### src/ics_defines.svh
/*
 * Register indices, bit positions, field masks, reset values and timing
 * figures of the strobe and event-clear block.
 * Assumes inclusion by bare name; holds definitions only.
 */
`ifndef ICS_DEFINES_SVH
`define ICS_DEFINES_SVH

// register indices; byte address is four times the index
`define ICS_IDX_RESET_FN 12'hA03
`define ICS_IDX_CLR_SYS 12'hA04
`define ICS_IDX_CLR_MISC 12'hA05
`define ICS_IDX_CLR_LOOP 12'hA06
`define ICS_IDX_CLR_LIMIT 12'hA07
`define ICS_IDX_CLR_REF_AB 12'hA08
`define ICS_IDX_CLR_REF_CD 12'hA09
`define ICS_IDX_WDT_PERIOD 12'hA10
`define ICS_IDX_WDT_STATUS 12'hA11

// reset-function strobe bit positions
`define ICS_RST_LOOP_FILTER_BIT 6
`define ICS_RST_PHASE_COH_BIT 5
`define ICS_RST_AUTO_SYNC_BIT 3
`define ICS_RST_TW_HISTORY_BIT 2
`define ICS_RST_CLEAR_ALL_BIT 1
`define ICS_RST_WATCHDOG_BIT 0

// implemented bits of each command register
`define ICS_RST_FN_MASK 8'h6F
`define ICS_CLR_SYS_MASK 8'h3F
`define ICS_CLR_MISC_MASK 8'h1F
`define ICS_CLR_LOOP_MASK 8'hFF
`define ICS_CLR_LIMIT_MASK 8'h1F
`define ICS_CLR_REF_MASK 8'h77

// watchdog period field and status layout
`define ICS_WDT_PERIOD_RST 16'h0000
`define ICS_STAT_COUNT_LSB 0
`define ICS_STAT_RUNNING_BIT 16
`define ICS_STAT_TOCNT_LSB 24

// timing: one watchdog period unit, in ns, and the clock period
`define ICS_WDT_TICK_NS 1000000
`define ICS_CLK_PERIOD_NS 4
`define ICS_WDT_TICK_CYCLES (`ICS_WDT_TICK_NS / `ICS_CLK_PERIOD_NS)

`endif

### src/ics_pkg.sv
/*
 * Types shared by the strobe and event-clear block.
 * Assumes nothing beyond a SystemVerilog compiler.
 */
package ics_pkg;
   typedef logic [31:0] ics_word_t;
   typedef logic [11:0] ics_idx_t;
   typedef logic [7:0] ics_byte_t;
   typedef logic [15:0] ics_wdt_cnt_t;
   // one-hot watchdog states
   typedef enum logic [1:0] {
      ICS_WD_IDLE = 2'b01,
      ICS_WD_RUN = 2'b10
   } ics_wd_state_e;
endpackage

### src/ics_if.sv
/*
 * Carriers between the block's own modules: the decoded register access
 * and the watchdog control path.
 * Assumes the package is compiled first.
 */
interface ics_bus_if;
   logic wr;
   logic rd;
   ics_pkg::ics_idx_t idx;
   ics_pkg::ics_word_t wdata;
   ics_pkg::ics_word_t rdata;
   logic hit;
   modport slave (output wr, rd, idx, wdata, input rdata, hit);
   modport core (input wr, rd, idx, wdata, output rdata, hit);
endinterface

interface ics_wdt_if;
   logic restart;
   ics_pkg::ics_wdt_cnt_t period;
   ics_pkg::ics_wdt_cnt_t count;
   logic running;
   logic timeout;
   modport ctl (output restart, period, input count, running, timeout);
   modport timer (input restart, period, output count, running, timeout);
endinterface

### src/ics_top.sv
/*
 * Self-clearing command registers of a clock translator: the reset-function
 * strobes for the loop internals and the per-event interrupt clear strobes,
 * with a watchdog timer restarted from the same register.
 * Assumes one system clock, an APB master, and interrupt monitor logic
 * outside that applies each clear pulse to its own monitor bits.
 */
// The APB interface to the registers was chosen for this implementation.
// Function
// RL1: every reset-function bit self-clears after a one, acting as one strobe.
// RL2: bit 6 of reset-functions clears the digital loop filter state.
// RL3: bit 5 of reset-functions clears the phase-coherence filter state.
// RL4: bit 3 returns automatic output synchronization logic to reset.
// RL5: bit 2 resets the tuning-word history used for holdover.
// RL6: bit 1 clears all monitor bits, same as all per-event clears.
// RL7: bit 0 restarts the watchdog; after expiry a fresh cycle begins.
// RL8: restart before expiry zeroes the count and raises no timeout.
// RL9: software must restart the watchdog more often than its period.
// RL10: a one in a clear bit resets the matching monitor bit.
// RL11: per-event clear registers self-clear, acting as strobes.
// RL12: clear registers share bit layout with their monitor registers.
// RL13: system and output PLL clear layout, bits 7 and 6 reserved.
// RL14: miscellaneous clear layout, upper three bits reserved.
// RL15: digital PLL clear layout, all eight bits used.
// RL16: limit and history clear layout, upper three bits reserved.
// RL17: input a and b clear layout, bits 7 and 3 reserved.
// RL18: input c and d clear layout, bits 7 and 3 reserved.
// RL19: zero or reserved writes do nothing; strobe bits read zero.
`include "ics_defines.svh"
module ics_top #(
   parameter int ADDR_W = 14,
   parameter int WDT_TICK_CYCLES = `ICS_WDT_TICK_CYCLES
) (
   input wire logic clk_i, // system clock, 250 MHz
   input wire logic resetn_i, // async reset, active low
   input wire logic ce_i, // clock enable, freezes all state
   input wire logic psel_i, // apb select
   input wire logic penable_i, // apb enable
   input wire logic pwrite_i, // apb direction, high for write
   input wire logic [ADDR_W-1:0] paddr_i, // apb byte address
   input wire logic [31:0] pwdata_i, // apb write data
   output logic pready_o, // apb ready
   output logic [31:0] prdata_o, // apb read data
   output logic pslverr_o, // apb error on unmapped index
   output logic loop_filter_clear_o, // pulse: clear loop filter state
   output logic phase_coherence_filter_clear_o, // pulse: clear filter
   output logic auto_sync_reset_o, // pulse: reset auto sync logic
   output logic tuning_word_history_reset_o, // pulse: reset history
   output logic clear_all_events_o, // pulse: every clear below fires
   output logic watchdog_restart_o, // pulse: watchdog restarted
   output logic watchdog_timeout_o, // pulse: watchdog expired
   output logic [7:0] clear_system_pll_events_o, // clear pulses, sys and out pll
   output logic [7:0] clear_misc_events_o, // clear pulses, misc events
   output logic [7:0] clear_loop_state_events_o, // clear pulses, digital pll
   output logic [7:0] clear_limit_history_events_o, // clear pulses, limits
   output logic [7:0] clear_ref_ab_events_o, // clear pulses, inputs a and b
   output logic [7:0] clear_ref_cd_events_o // clear pulses, inputs c and d
);
   localparam int NCLR = 6;

   // implemented bits of each clear register, in index order
   localparam logic [7:0] CLR_MASK [NCLR] = '{
      `ICS_CLR_SYS_MASK, // [RL13]
      `ICS_CLR_MISC_MASK, // [RL14]
      `ICS_CLR_LOOP_MASK, // [RL15]
      `ICS_CLR_LIMIT_MASK, // [RL16]
      `ICS_CLR_REF_MASK, // [RL17]
      `ICS_CLR_REF_MASK // [RL18]
   };

   ics_bus_if bus ();
   ics_wdt_if wd ();

   // refuse sizes the logic cannot serve
   generate
      if (ADDR_W < 14) begin : g_bad_addr
         $error("ics_top: ADDR_W must be at least 14");
      end
      if (WDT_TICK_CYCLES < 1) begin : g_bad_tick
         $error("ics_top: WDT_TICK_CYCLES must be at least 1");
      end
   endgenerate

   // apb protocol handling
   ics_apb_slave #(
      .ADDR_W(ADDR_W)
   ) u_apb (
      .clk_i(clk_i),
      .resetn_i(resetn_i),
      .ce_i(ce_i),
      .psel_i(psel_i),
      .penable_i(penable_i),
      .pwrite_i(pwrite_i),
      .paddr_i(paddr_i),
      .pwdata_i(pwdata_i),
      .pready_o(pready_o),
      .prdata_o(prdata_o),
      .pslverr_o(pslverr_o),
      .bus(bus.slave)
   );

   // watchdog timer, restarted by the reset-function strobe
   ics_watchdog #(
      .TICK_CYCLES(WDT_TICK_CYCLES)
   ) u_wdt (
      .clk_i(clk_i),
      .resetn_i(resetn_i),
      .ce_i(ce_i),
      .wd(wd.timer)
   );

   logic [7:0] rst_fn_reg;
   logic [7:0] clr_reg [NCLR];
   ics_pkg::ics_wdt_cnt_t wdt_period_reg;
   logic [7:0] wdt_tocnt_reg;
   logic wr_rst_fn;
   logic wr_wdt_period;
   logic wr_wdt_status;
   logic [7:0] rst_fn_next;
   logic clear_all_next;

   // write decode by register index
   assign wr_rst_fn = bus.wr && (bus.idx == `ICS_IDX_RESET_FN);
   assign wr_wdt_period = bus.wr && (bus.idx == `ICS_IDX_WDT_PERIOD);
   assign wr_wdt_status = bus.wr && (bus.idx == `ICS_IDX_WDT_STATUS);

   // reserved bits and zeros written give no strobe
   assign rst_fn_next = wr_rst_fn ? (bus.wdata[7:0] & `ICS_RST_FN_MASK) : 8'h00; // [RL19]
   assign clear_all_next = rst_fn_next[`ICS_RST_CLEAR_ALL_BIT];

   // reset-function strobes: held one cycle, then back to zero
   always_ff @(posedge clk_i or negedge resetn_i) begin
      if (!resetn_i) begin
         rst_fn_reg <= 8'h00;
      end else if (ce_i) begin
         rst_fn_reg <= rst_fn_next; // [RL1]
      end
   end

   // strobe fan-out to the loop internals
   assign loop_filter_clear_o = rst_fn_reg[`ICS_RST_LOOP_FILTER_BIT]; // [RL2]
   assign phase_coherence_filter_clear_o = rst_fn_reg[`ICS_RST_PHASE_COH_BIT]; // [RL3]
   assign auto_sync_reset_o = rst_fn_reg[`ICS_RST_AUTO_SYNC_BIT]; // [RL4]
   assign tuning_word_history_reset_o = rst_fn_reg[`ICS_RST_TW_HISTORY_BIT]; // [RL5]
   assign clear_all_events_o = rst_fn_reg[`ICS_RST_CLEAR_ALL_BIT]; // [RL6]
   assign watchdog_restart_o = rst_fn_reg[`ICS_RST_WATCHDOG_BIT];

   // restart goes in the same cycle the strobe leaves the register,
   // so the count returns to zero at the edge that ends the visible pulse
   assign wd.restart = rst_fn_reg[`ICS_RST_WATCHDOG_BIT]; // [RL7]
   assign wd.period = wdt_period_reg;
   assign watchdog_timeout_o = wd.timeout;

   // per-event clear registers, one per monitor register
   generate
      for (genvar i = 0; i < NCLR; i++) begin : g_clr
         logic hit_i;
         logic [7:0] next_i;
         assign hit_i = bus.wr && (bus.idx == 12'(`ICS_IDX_CLR_SYS + i));
         // clear-all sets every implemented bit, same as a full write
         assign next_i = ((hit_i ? bus.wdata[7:0] : 8'h00)
                          | (clear_all_next ? 8'hFF : 8'h00)) & CLR_MASK[i]; // [RL6] [RL19]
         always_ff @(posedge clk_i or negedge resetn_i) begin
            if (!resetn_i) begin
               clr_reg[i] <= 8'h00;
            end else if (ce_i) begin
               clr_reg[i] <= next_i; // [RL10] [RL11]
            end
         end
      end
   endgenerate

   // bit positions pass straight through so the monitor side can
   // apply each one to the bit of the same position
   assign clear_system_pll_events_o = clr_reg[0]; // [RL12]
   assign clear_misc_events_o = clr_reg[1];
   assign clear_loop_state_events_o = clr_reg[2];
   assign clear_limit_history_events_o = clr_reg[3];
   assign clear_ref_ab_events_o = clr_reg[4];
   assign clear_ref_cd_events_o = clr_reg[5];

   // watchdog period in 1 ms units; zero keeps the timer stopped
   always_ff @(posedge clk_i or negedge resetn_i) begin
      if (!resetn_i) begin
         wdt_period_reg <= `ICS_WDT_PERIOD_RST;
      end else if (ce_i && wr_wdt_period) begin
         wdt_period_reg <= bus.wdata[15:0];
      end
   end

   // saturating count of expiries; a write to the status register clears it, but an expiry
   // in the same cycle is kept so no event is lost
   always_ff @(posedge clk_i or negedge resetn_i) begin
      if (!resetn_i) begin
         wdt_tocnt_reg <= 8'h00;
      end else if (ce_i) begin
         if (wd.timeout) begin
            if (wr_wdt_status) wdt_tocnt_reg <= 8'h01;
            else if (wdt_tocnt_reg != 8'hFF) wdt_tocnt_reg <= wdt_tocnt_reg + 8'h01;
         end else if (wr_wdt_status) begin
            wdt_tocnt_reg <= 8'h00;
         end
      end
   end

   // read mux: command registers are write-only and read as zero
   always_comb begin
      bus.rdata = 32'h0000_0000;
      bus.hit = 1'b1;
      unique case (bus.idx)
         `ICS_IDX_RESET_FN, `ICS_IDX_CLR_SYS, `ICS_IDX_CLR_MISC, `ICS_IDX_CLR_LOOP,
         `ICS_IDX_CLR_LIMIT, `ICS_IDX_CLR_REF_AB, `ICS_IDX_CLR_REF_CD: begin
            bus.rdata = 32'h0000_0000; // [RL19]
         end
         `ICS_IDX_WDT_PERIOD: begin
            bus.rdata = {16'h0000, wdt_period_reg};
         end
         `ICS_IDX_WDT_STATUS: begin
            bus.rdata[`ICS_STAT_COUNT_LSB +: 16] = wd.count;
            bus.rdata[`ICS_STAT_RUNNING_BIT] = wd.running;
            bus.rdata[`ICS_STAT_TOCNT_LSB +: 8] = wdt_tocnt_reg;
         end
         default: begin
            bus.hit = 1'b0;
         end
      endcase
   end
endmodule

### src/ics_apb_slave.sv
/*
 * APB slave front end: zero-wait access, read data and error taken into
 * flops during the setup cycle so they stand through the access phase.
 * Assumes one clock domain; ce_i low stalls by holding pready low.
 */
module ics_apb_slave #(
   parameter int ADDR_W = 14
) (
   input wire logic clk_i, // system clock
   input wire logic resetn_i, // async reset, active low
   input wire logic ce_i, // clock enable
   input wire logic psel_i, // apb select
   input wire logic penable_i, // apb enable
   input wire logic pwrite_i, // apb direction
   input wire logic [ADDR_W-1:0] paddr_i, // apb byte address
   input wire logic [31:0] pwdata_i, // apb write data
   output logic pready_o, // apb ready
   output logic [31:0] prdata_o, // apb read data
   output logic pslverr_o, // apb error
   ics_bus_if.slave bus // decoded access
);
   logic [31:0] prdata_reg;
   logic pslverr_reg;

   // writes act only at the access edge; frozen cycles never complete
   assign bus.wr = psel_i & penable_i & pwrite_i & ce_i;
   assign bus.rd = psel_i & ~penable_i;
   assign bus.idx = paddr_i[13:2];
   assign bus.wdata = pwdata_i;
   assign pready_o = ce_i;
   assign prdata_o = prdata_reg;
   assign pslverr_o = pslverr_reg;

   // capture answer in setup so it is a flop output during access
   always_ff @(posedge clk_i or negedge resetn_i) begin
      if (!resetn_i) begin
         prdata_reg <= 32'h0000_0000;
         pslverr_reg <= 1'b0;
      end else if (ce_i && bus.rd) begin
         prdata_reg <= pwrite_i ? 32'h0000_0000 : bus.rdata;
         pslverr_reg <= ~bus.hit;
      end
   end
endmodule

### src/ics_watchdog.sv
/*
 * Watchdog timer: counts period units, pulses on expiry and restarts.
 * Assumes the period arrives from a register and the restart strobe is
 * a one-cycle pulse; a period of zero stops the timer.
 */
`include "ics_defines.svh"
module ics_watchdog #(
   parameter int TICK_CYCLES = `ICS_WDT_TICK_CYCLES
) (
   input wire logic clk_i, // system clock
   input wire logic resetn_i, // async reset, active low
   input wire logic ce_i, // clock enable
   ics_wdt_if.timer wd // control and state
);
   ics_pkg::ics_wd_state_e state_reg;
   logic [31:0] pre_reg;
   ics_pkg::ics_wdt_cnt_t count_reg;
   logic timeout_reg;
   logic tick;

   assign tick = (pre_reg == 32'(TICK_CYCLES - 1));
   assign wd.count = count_reg;
   assign wd.running = (state_reg == ics_pkg::ICS_WD_RUN);
   assign wd.timeout = timeout_reg;

   // state follows the period register
   always_ff @(posedge clk_i or negedge resetn_i) begin
      if (!resetn_i) state_reg <= ics_pkg::ICS_WD_IDLE;
      else if (ce_i) begin
         unique case (state_reg)
            ics_pkg::ICS_WD_IDLE: if (wd.period != 16'h0000) state_reg <= ics_pkg::ICS_WD_RUN;
            ics_pkg::ICS_WD_RUN: if (wd.period == 16'h0000) state_reg <= ics_pkg::ICS_WD_IDLE;
         endcase
      end
   end

   // restart beats expiry in the same cycle: no timeout is raised
   always_ff @(posedge clk_i or negedge resetn_i) begin
      if (!resetn_i) begin
         pre_reg <= 32'h0000_0000;
         count_reg <= 16'h0000;
         timeout_reg <= 1'b0;
      end else if (ce_i) begin
         timeout_reg <= 1'b0;
         if (wd.restart || state_reg != ics_pkg::ICS_WD_RUN) begin // [RL7] [RL8]
            pre_reg <= 32'h0000_0000;
            count_reg <= 16'h0000;
         end else if (tick) begin
            pre_reg <= 32'h0000_0000;
            if (count_reg + 16'h0001 >= wd.period) begin
               count_reg <= 16'h0000; // expired: new timing cycle
               timeout_reg <= 1'b1;
            end else begin
               count_reg <= count_reg + 16'h0001;
            end
         end else begin
            pre_reg <= pre_reg + 32'h0000_0001;
         end
      end
   end
endmodule

### config.mk
export PLATFORM = sky130hd
export DESIGN_NAME = ics_top
export DESIGN_NICKNAME = d
export VERILOG_FILES = /design/src/ics_pkg.sv /design/src/ics_if.sv /design/src/ics_top.sv /design/src/ics_apb_slave.sv /design/src/ics_watchdog.sv
export VERILOG_INCLUDE_DIRS = /design/src
export SDC_FILE = /design/constraint.sdc
export NUM_CORES = 1
export LEC_CHECK = 0
export BUFFER_PORTS_ARGS = -buffer_cell sky130_fd_sc_hd__buf_4
export CAP_MARGIN = 20
export CORE_MARGIN = 2
export CORE_UTILIZATION = 45
export CTS_BUF_LIST = sky130_fd_sc_hd__clkbuf_2 sky130_fd_sc_hd__clkbuf_4 sky130_fd_sc_hd__clkbuf_8
export DETAILED_ROUTE_END_ITERATION = 16
export GPL_TIMING_DRIVEN = 1
export PLACE_DENSITY = 0.77
export SYNTH_ARGS = -nofsm -noshare
export SYNTH_HDL_FRONTEND = slang
export SYNTH_SLANG_ARGS = --single-unit
### constraint.sdc
create_clock -name clk_i -period 3.8 [get_ports clk_i]
set_clock_uncertainty 0.05 [all_clocks]
set_input_delay 0.38 -clock clk_i [delete_from_list [all_inputs] [get_ports clk_i]]
set_output_delay 0.38 -clock clk_i [all_outputs]
set_load 0.01 [all_outputs]
==> Word level (Yosys, flattened, before mapping) <==
Cells that the tools add are included.
{ "totals": {"in_bits": 52, "mem_bits_rw": 0, "latchBits": 0, "register_bits": 151, "mem_bits_ro": 0, "memories": 0} }
{ "classes": {"n_mux": 27, "n_reduce_logical": 21, "n_bitwise": 12, "multipliers": 0, "shift": 0, "n_lt_le_gt_ge": 1, "n_eq_ne": 16, "div_mod_pow": 0, "addsub": 3} }
{ "op_table": {"columns": ["op", "count"], "rows": [
  ["equality test 12 bit, second input constant", 9],
  ["two-way mux 32 bit", 3],
  ["two-way mux 8 bit", 7],
  ["two-way mux 16 bit", 3],
  ["one-hot mux 17 bit (2 select lines)", 1],
  ["adder 32 x 1 -> 32 bit, second input constant", 1],
  ["equality test 32 x 18 -> 1 bit, second input constant", 1],
  ["two-way mux 7 bit", 3],
  ["adder 16 x 1 -> 16 bit, second input constant", 1],
  [">= comparator 16 bit", 1],
  ["logical NOT 16 bit", 1],
  ["nonzero test 16 bit", 1],
  ["OR 7 bit", 2],
  ["logical AND 1 bit", 11],
  ["two-way mux 5 bit", 2],
  ["OR 5 bit", 2],
  ["OR reduction 9 bit", 1],
  ["adder 8 x 1 -> 8 bit, second input constant", 1],
  ["!= test 8 bit, second input constant", 1],
  ["OR 8 bit", 1],
  ["two-way mux 6 bit", 1],
  ["OR 6 bit", 1],
  ["AND reduction 3 bit", 2],
  ["nonzero test 2 bit", 3],
  ["11 further kinds", 20]
]} }

==> Longest topological paths before layout <==
{ "depth": {"depth_word": 7, "depth_mapped": 13, "mapped_depth_nobuf": 11} }

==> By module <==
Synthesis repeated with hierarchy kept, for this count alone.
{ "unflattened": {"hier_cells": 852, "hier_area_um2": 8768.4} }
{ "by_module_without_submodules": {"columns": ["mod", "seq_area_each_um2", "n_inst", "area_per_inst_um2", "cells_each"], "rows": [
  ["ics_watchdog", 1277.5, 1, 3469.6, 385],
  ["ics_top", 1651.6, 1, 3340.7, 313],
  ["ics_apb_slave", 825.8, 1, 1958.1, 154]
]} }

==> Worst setup path after synthesis <==
OpenSTA, ideal clock, no wires.
{ "synth_path": {"kind": "register to register", "start": "register u_wdt.count_reg[2], in the netlist u_wdt.wd.count[2]", "end": "register u_wdt.count_reg[11], in the netlist u_wdt.wd.count[11]", "t_arrival_ns": 3.273, "stages_incl_launch_ff": 14, "path_buffers": 3, "setup_slack_ns": 0.410, "path_cell_list": "dfrtp_1 clkbuf_1 nand3_1 or3_1 clkbuf_1 or3_1 xnor2_1 ha_1 and4_1 and3_1 a211oi_2 o211a_1 buf_4 a221o_1"} }
{ "synth_via": {"elab_chain_len": 5} }
{ "synth_rtl": {"columns": ["element", "line_no", "rtl"], "rows": [
  ["from (decl)", "ics_watchdog.sv:17", "ics_pkg::ics_wdt_cnt_t count_reg;"],
  ["from (signal assigned)", "ics_watchdog.sv:54", "count_reg <= count_reg + 16'h0001;"],
  ["adder 16 x 1 -> 16 bit (*)", "ics_watchdog.sv:50, ics_watchdog.sv:54", null],
  [">= comparator 16 bit", "ics_watchdog.sv:50", "if (count_reg + 16'h0001 >= wd.period) begin"],
  ["two-way mux 16 bit (*)", "ics_watchdog.sv:50", null],
  ["two-way mux 16 bit (*)", "ics_watchdog.sv:48", "end else if (tick) begin"],
  ["two-way mux 16 bit (*)", "ics_watchdog.sv:45", "if (wd.restart || state_reg != ics_pkg::ICS_WD_RUN) begin"]
]} }
Every way passes the cells marked *; elsewhere a longest branch is shown, timed or not. The select of a mux whose other input is x is not followed.
A chain may end at the register's enable or synchronous reset.

==> Final worst setup path <==
{ "layout_path": {"start": "register u_wdt.count_reg[3], in the netlist u_wdt.wd.count[3]", "end": "register u_wdt.count_reg[11], in the netlist u_wdt.wd.count[11]"} }
The elaborated chain is that of the path after synthesis.

==> key figures <==
Logic synthesis
  • Post-synth top flop: dfrtp_1
  • Async S/R FF share, synth: 100%
  • Warnings, synthesis: 0
  • Cell count after synthesis: roughly 770
  • Post-synth EDFFs: 0
  • Post-synthesis register bit count: 143
  • Sequential cell area fraction in the yosys report: between 40% and 50%
  • Unique cell type count in the Yosys netlist: between 60 and 70
  • Syn_area_per_cell: 9.51 um^2
  • Cell Area, Synth: 7350 um^2

Clock tree
  • CTS tree: done
  • Htree depth: 4
  • CTS buffer count: 17
  • Clock slew at reported path FFs: 0.08 ns
  • Worst skew pair latency: 0.46 ns
  • Clock sink total: 143
  • Max clock buf depth: 2
  • Root Driver: clkbuf_8
  • Post-cts sizing count: 0

Worst setup path
  • CP Cell Sequence: nand3_1, or3_1, or3_1, xnor2_1, ha_1, and4_1, and3_1, a211oi_2, buf_4, o211a_1, a221o_1
  • FF-to-FF setup slack: 0.23 ns
  • Crit path max fanout: 10
  • Startpoint Class: flip-flop
  • Worst setup EP type: flip-flop
  • Worst r2r src: u_wdt.wd.count[3]
  • Slowest CP cell: or3_1
  • Worst path most repeated cell: or3_1
  • CP Class: flip-flop to flip-flop
  • R2R cell count: 11
  • Worst endpoint data arrival time: around 3.9 ns
  • WP data required: 4.14 ns
  • Critical Path Max Stage Delay: 0.51 ns
  • Reg2reg end: u_wdt.wd.count[11]

Timing
  • FMAX: 0.280 GHz
  • Post-layout min period: 3.57 ns
  • Final critical-path share of the clock period: ~94%
  • RSZ-0062 raised after global routing: no
  • Hold slack: just over 0.07 ns
  • Worst-Margin Slew: around 0.94 ns
  • Slew Limit Fails: 0
  • Final Setup Violations: 0
  • Post-Route Setup TNS: 0 ns
  • Hold Vio Cnt, Final: 0
  • Rel. slew slack: 36.8%

Global routing
  • Initial antenna violation count: 0
  • Gr ovfl total: 0
  • GRT Total Usage: 21.4%
  • Largest net degree at the start of global routing: 92
  • Number of global-route vias before repair: 5835
  • First-pass GRT wire length: 30200 um

Final layout
  • Layout Area Growth over Synthesis: 19.1%
  • Layout cells sized above 1: 19.6%
  • # nets final: 940
  • Leading cell type in the layout, fill and taps excluded: dfrtp_1
  • Finished Layout Cells: approximately 1100
  • Finished Core Util: approximately 55%
  • Number of flip-flops under the largest register name: 32
  • Most frequent cells in the layout: dfrtp_1, buf_4, nand2_1
  • Ant diodes: 0
  • Filler cells: 1437

Min path
  • Min-delay worst type: input pin to flip-flop
  • Hold EP: wd.period[14]
  • Hold Crit Start: pwdata_i[14]
  • Hold Path Depth: 3

Placed design
  • Routability Congestion: 0.859
  • Placed Cells: 1065
  • HPWL after DPL: 12400 um
  • PortBufs: 103

Drt
  • DRT Wirelength: between 15000 and 20000 um
  • Routed via count: 5957
  • Post-DRT Antenna Nets: 0
  • Wirelength per Cell: 16.1 um
  • Drt pass-1 iters: 5
  • 1st-iter DRT viols: 501
  • Post-detailed-route DRC marker count: 0
  • Vias/cell: 5.43

Power
  • Seq pwr share: 47.6%
  • Pint: ~2500 uW
  • Pwr Density: about 390 nW/um^2
  • Net Switching: 880 uW
  • Clk pwr share: 41.8%
  • Static leakage: just over 0.004 uW
  • Logic gate share of total power: a little over a tenth
  • Peak supply drop: 0.000238 V
  • Switch share: 25.9%

Floorplanning
  • I/O pins: 141
  • Die H: 132 um
  • Core box area: 15900 um^2
  • Site row count: 46
  • Starting Density: 46.1%
  • Die extent in x: 132 um
  • Die area: about 17000 um^2

Flow run
  • Max-cap viol count: 0

Outcome
  • Outcome: completed
## routing by layer
| layer | track usage, % | vias to the layer above | part of all wire (%) |
|---|---|---|---|
| met3 | 6.07 | 20 | 7.0 |
| met1 | 30.6 | 2880 | 47 |
| met5 | 0 | - | 0 |
| met4 | 6.46 | 0 | 1.3 |
| met2 | 31.5 | 186 | 44 |
| li1 | - | 2871 | - |
## cell families (layout without fill, tap and decap cells)
| logic type | after synthesis | count (layout) | share of synthesized area (%) |
|---|---|---|---|
| AO/OA/AOI/OAI | 169 | 169 | 15.2 |
| multiplexers | 4 | 4 | 0.579 |
| XOR/XNOR | 45 | 45 | 5.36 |
| adder cells (fa/ha/maj) | 19 | 19 | 3.23 |
| flip-flops | 143 | 143 | 48.7 |
| buffers and inverters | 92 | 182 | 5.99 |
| AND/OR/NAND/NOR | 300 | 300 | 20.8 |
| other | 1 | 19 | 0.0510 |
## final cells by class
cell class	instances	area (um^2)	area share [%]
flip-flops and latches	143	3580	40.9
repair buffers	119	912	10.4
multi-input cells	556	3410	39.0
well taps	216	270	3.09
clock buffers	19	255	2.91
clock inverters	12	208	2.37
inverters	32	120	1.37
## synthesized netlist by cell type, types with 7 or more instances
library cell | instances | area share [%]
a21oi_1 | 38 | 2.6
a22o_1 | 24 | 2.9
a22oi_1 | 16 | 1.6
and3_1 | 7 | 0.60
and4_1 | 9 | 1.1
buf_2 | 12 | 0.82
buf_4 | 21 | 2.1
clkbuf_1 | 23 | 1.2
dfrtp_1 | 142 | 48
ha_1 | 19 | 3.2
inv_1 | 32 | 1.6
nand2_1 | 95 | 4.9
nand3_1 | 23 | 1.6
nand4_1 | 21 | 1.8
nor2_1 | 81 | 4.1
nor3_1 | 9 | 0.61
nor4_1 | 10 | 0.85
o21ai_0 | 54 | 3.7
xnor2_1 | 15 | 1.8
xor2_1 | 30 | 3.6
## repair_timing
item	CTS	global route
hold buffers	1	0
hold endpoints to repair	90	0
buffers inserted	0	0
## critical path: cells and delay by family (launching register included)
family	cells	cell delay, ns
simple gates	5	1.44
fa+ha+maj	1	0.31
buf+inv	1	0.20
xor+xnor	1	0.26
compound gates	3	0.78
flops	1	0.45
## stage by stage
step	worst slack, ns	total power, uW	cell area (um^2)
final	0.230	3390	8760
after global routing	0.0785	3530	8760
after CTS	0.309	3420	8760
after detailed placement	0.352	2000	8280
after global placement	0.378	1990	8280
after floorplan	0.410	1870	7420
## worst max-delay path by stage
stage                            from            endpoint  depth (start not counted)
floorplan           u_wdt.wd.count[2]  u_wdt.wd.count[11]                         13
global placement    u_wdt.wd.count[3]  u_wdt.wd.count[11]                         11
detailed placement  u_wdt.wd.count[3]  u_wdt.wd.count[11]                         11
CTS                 u_wdt.wd.count[3]  u_wdt.wd.count[11]                         11
global route        u_wdt.wd.count[3]  u_wdt.wd.count[11]                         11
finish              u_wdt.wd.count[3]  u_wdt.wd.count[11]                         11
## power by group through the flow
stage / clock network, uW / registers (uW) / logic (uW)
final: 1420 / 1620 / 358
after global routing: 1500 / 1620 / 401
after CTS: 1440 / 1620 / 362
after detailed placement: 0 / 1640 / 361
after global placement: 0 / 1640 / 352
after floorplan: 0 / 1650 / 221
Note: power is estimated with default switching activity, not from simulation.
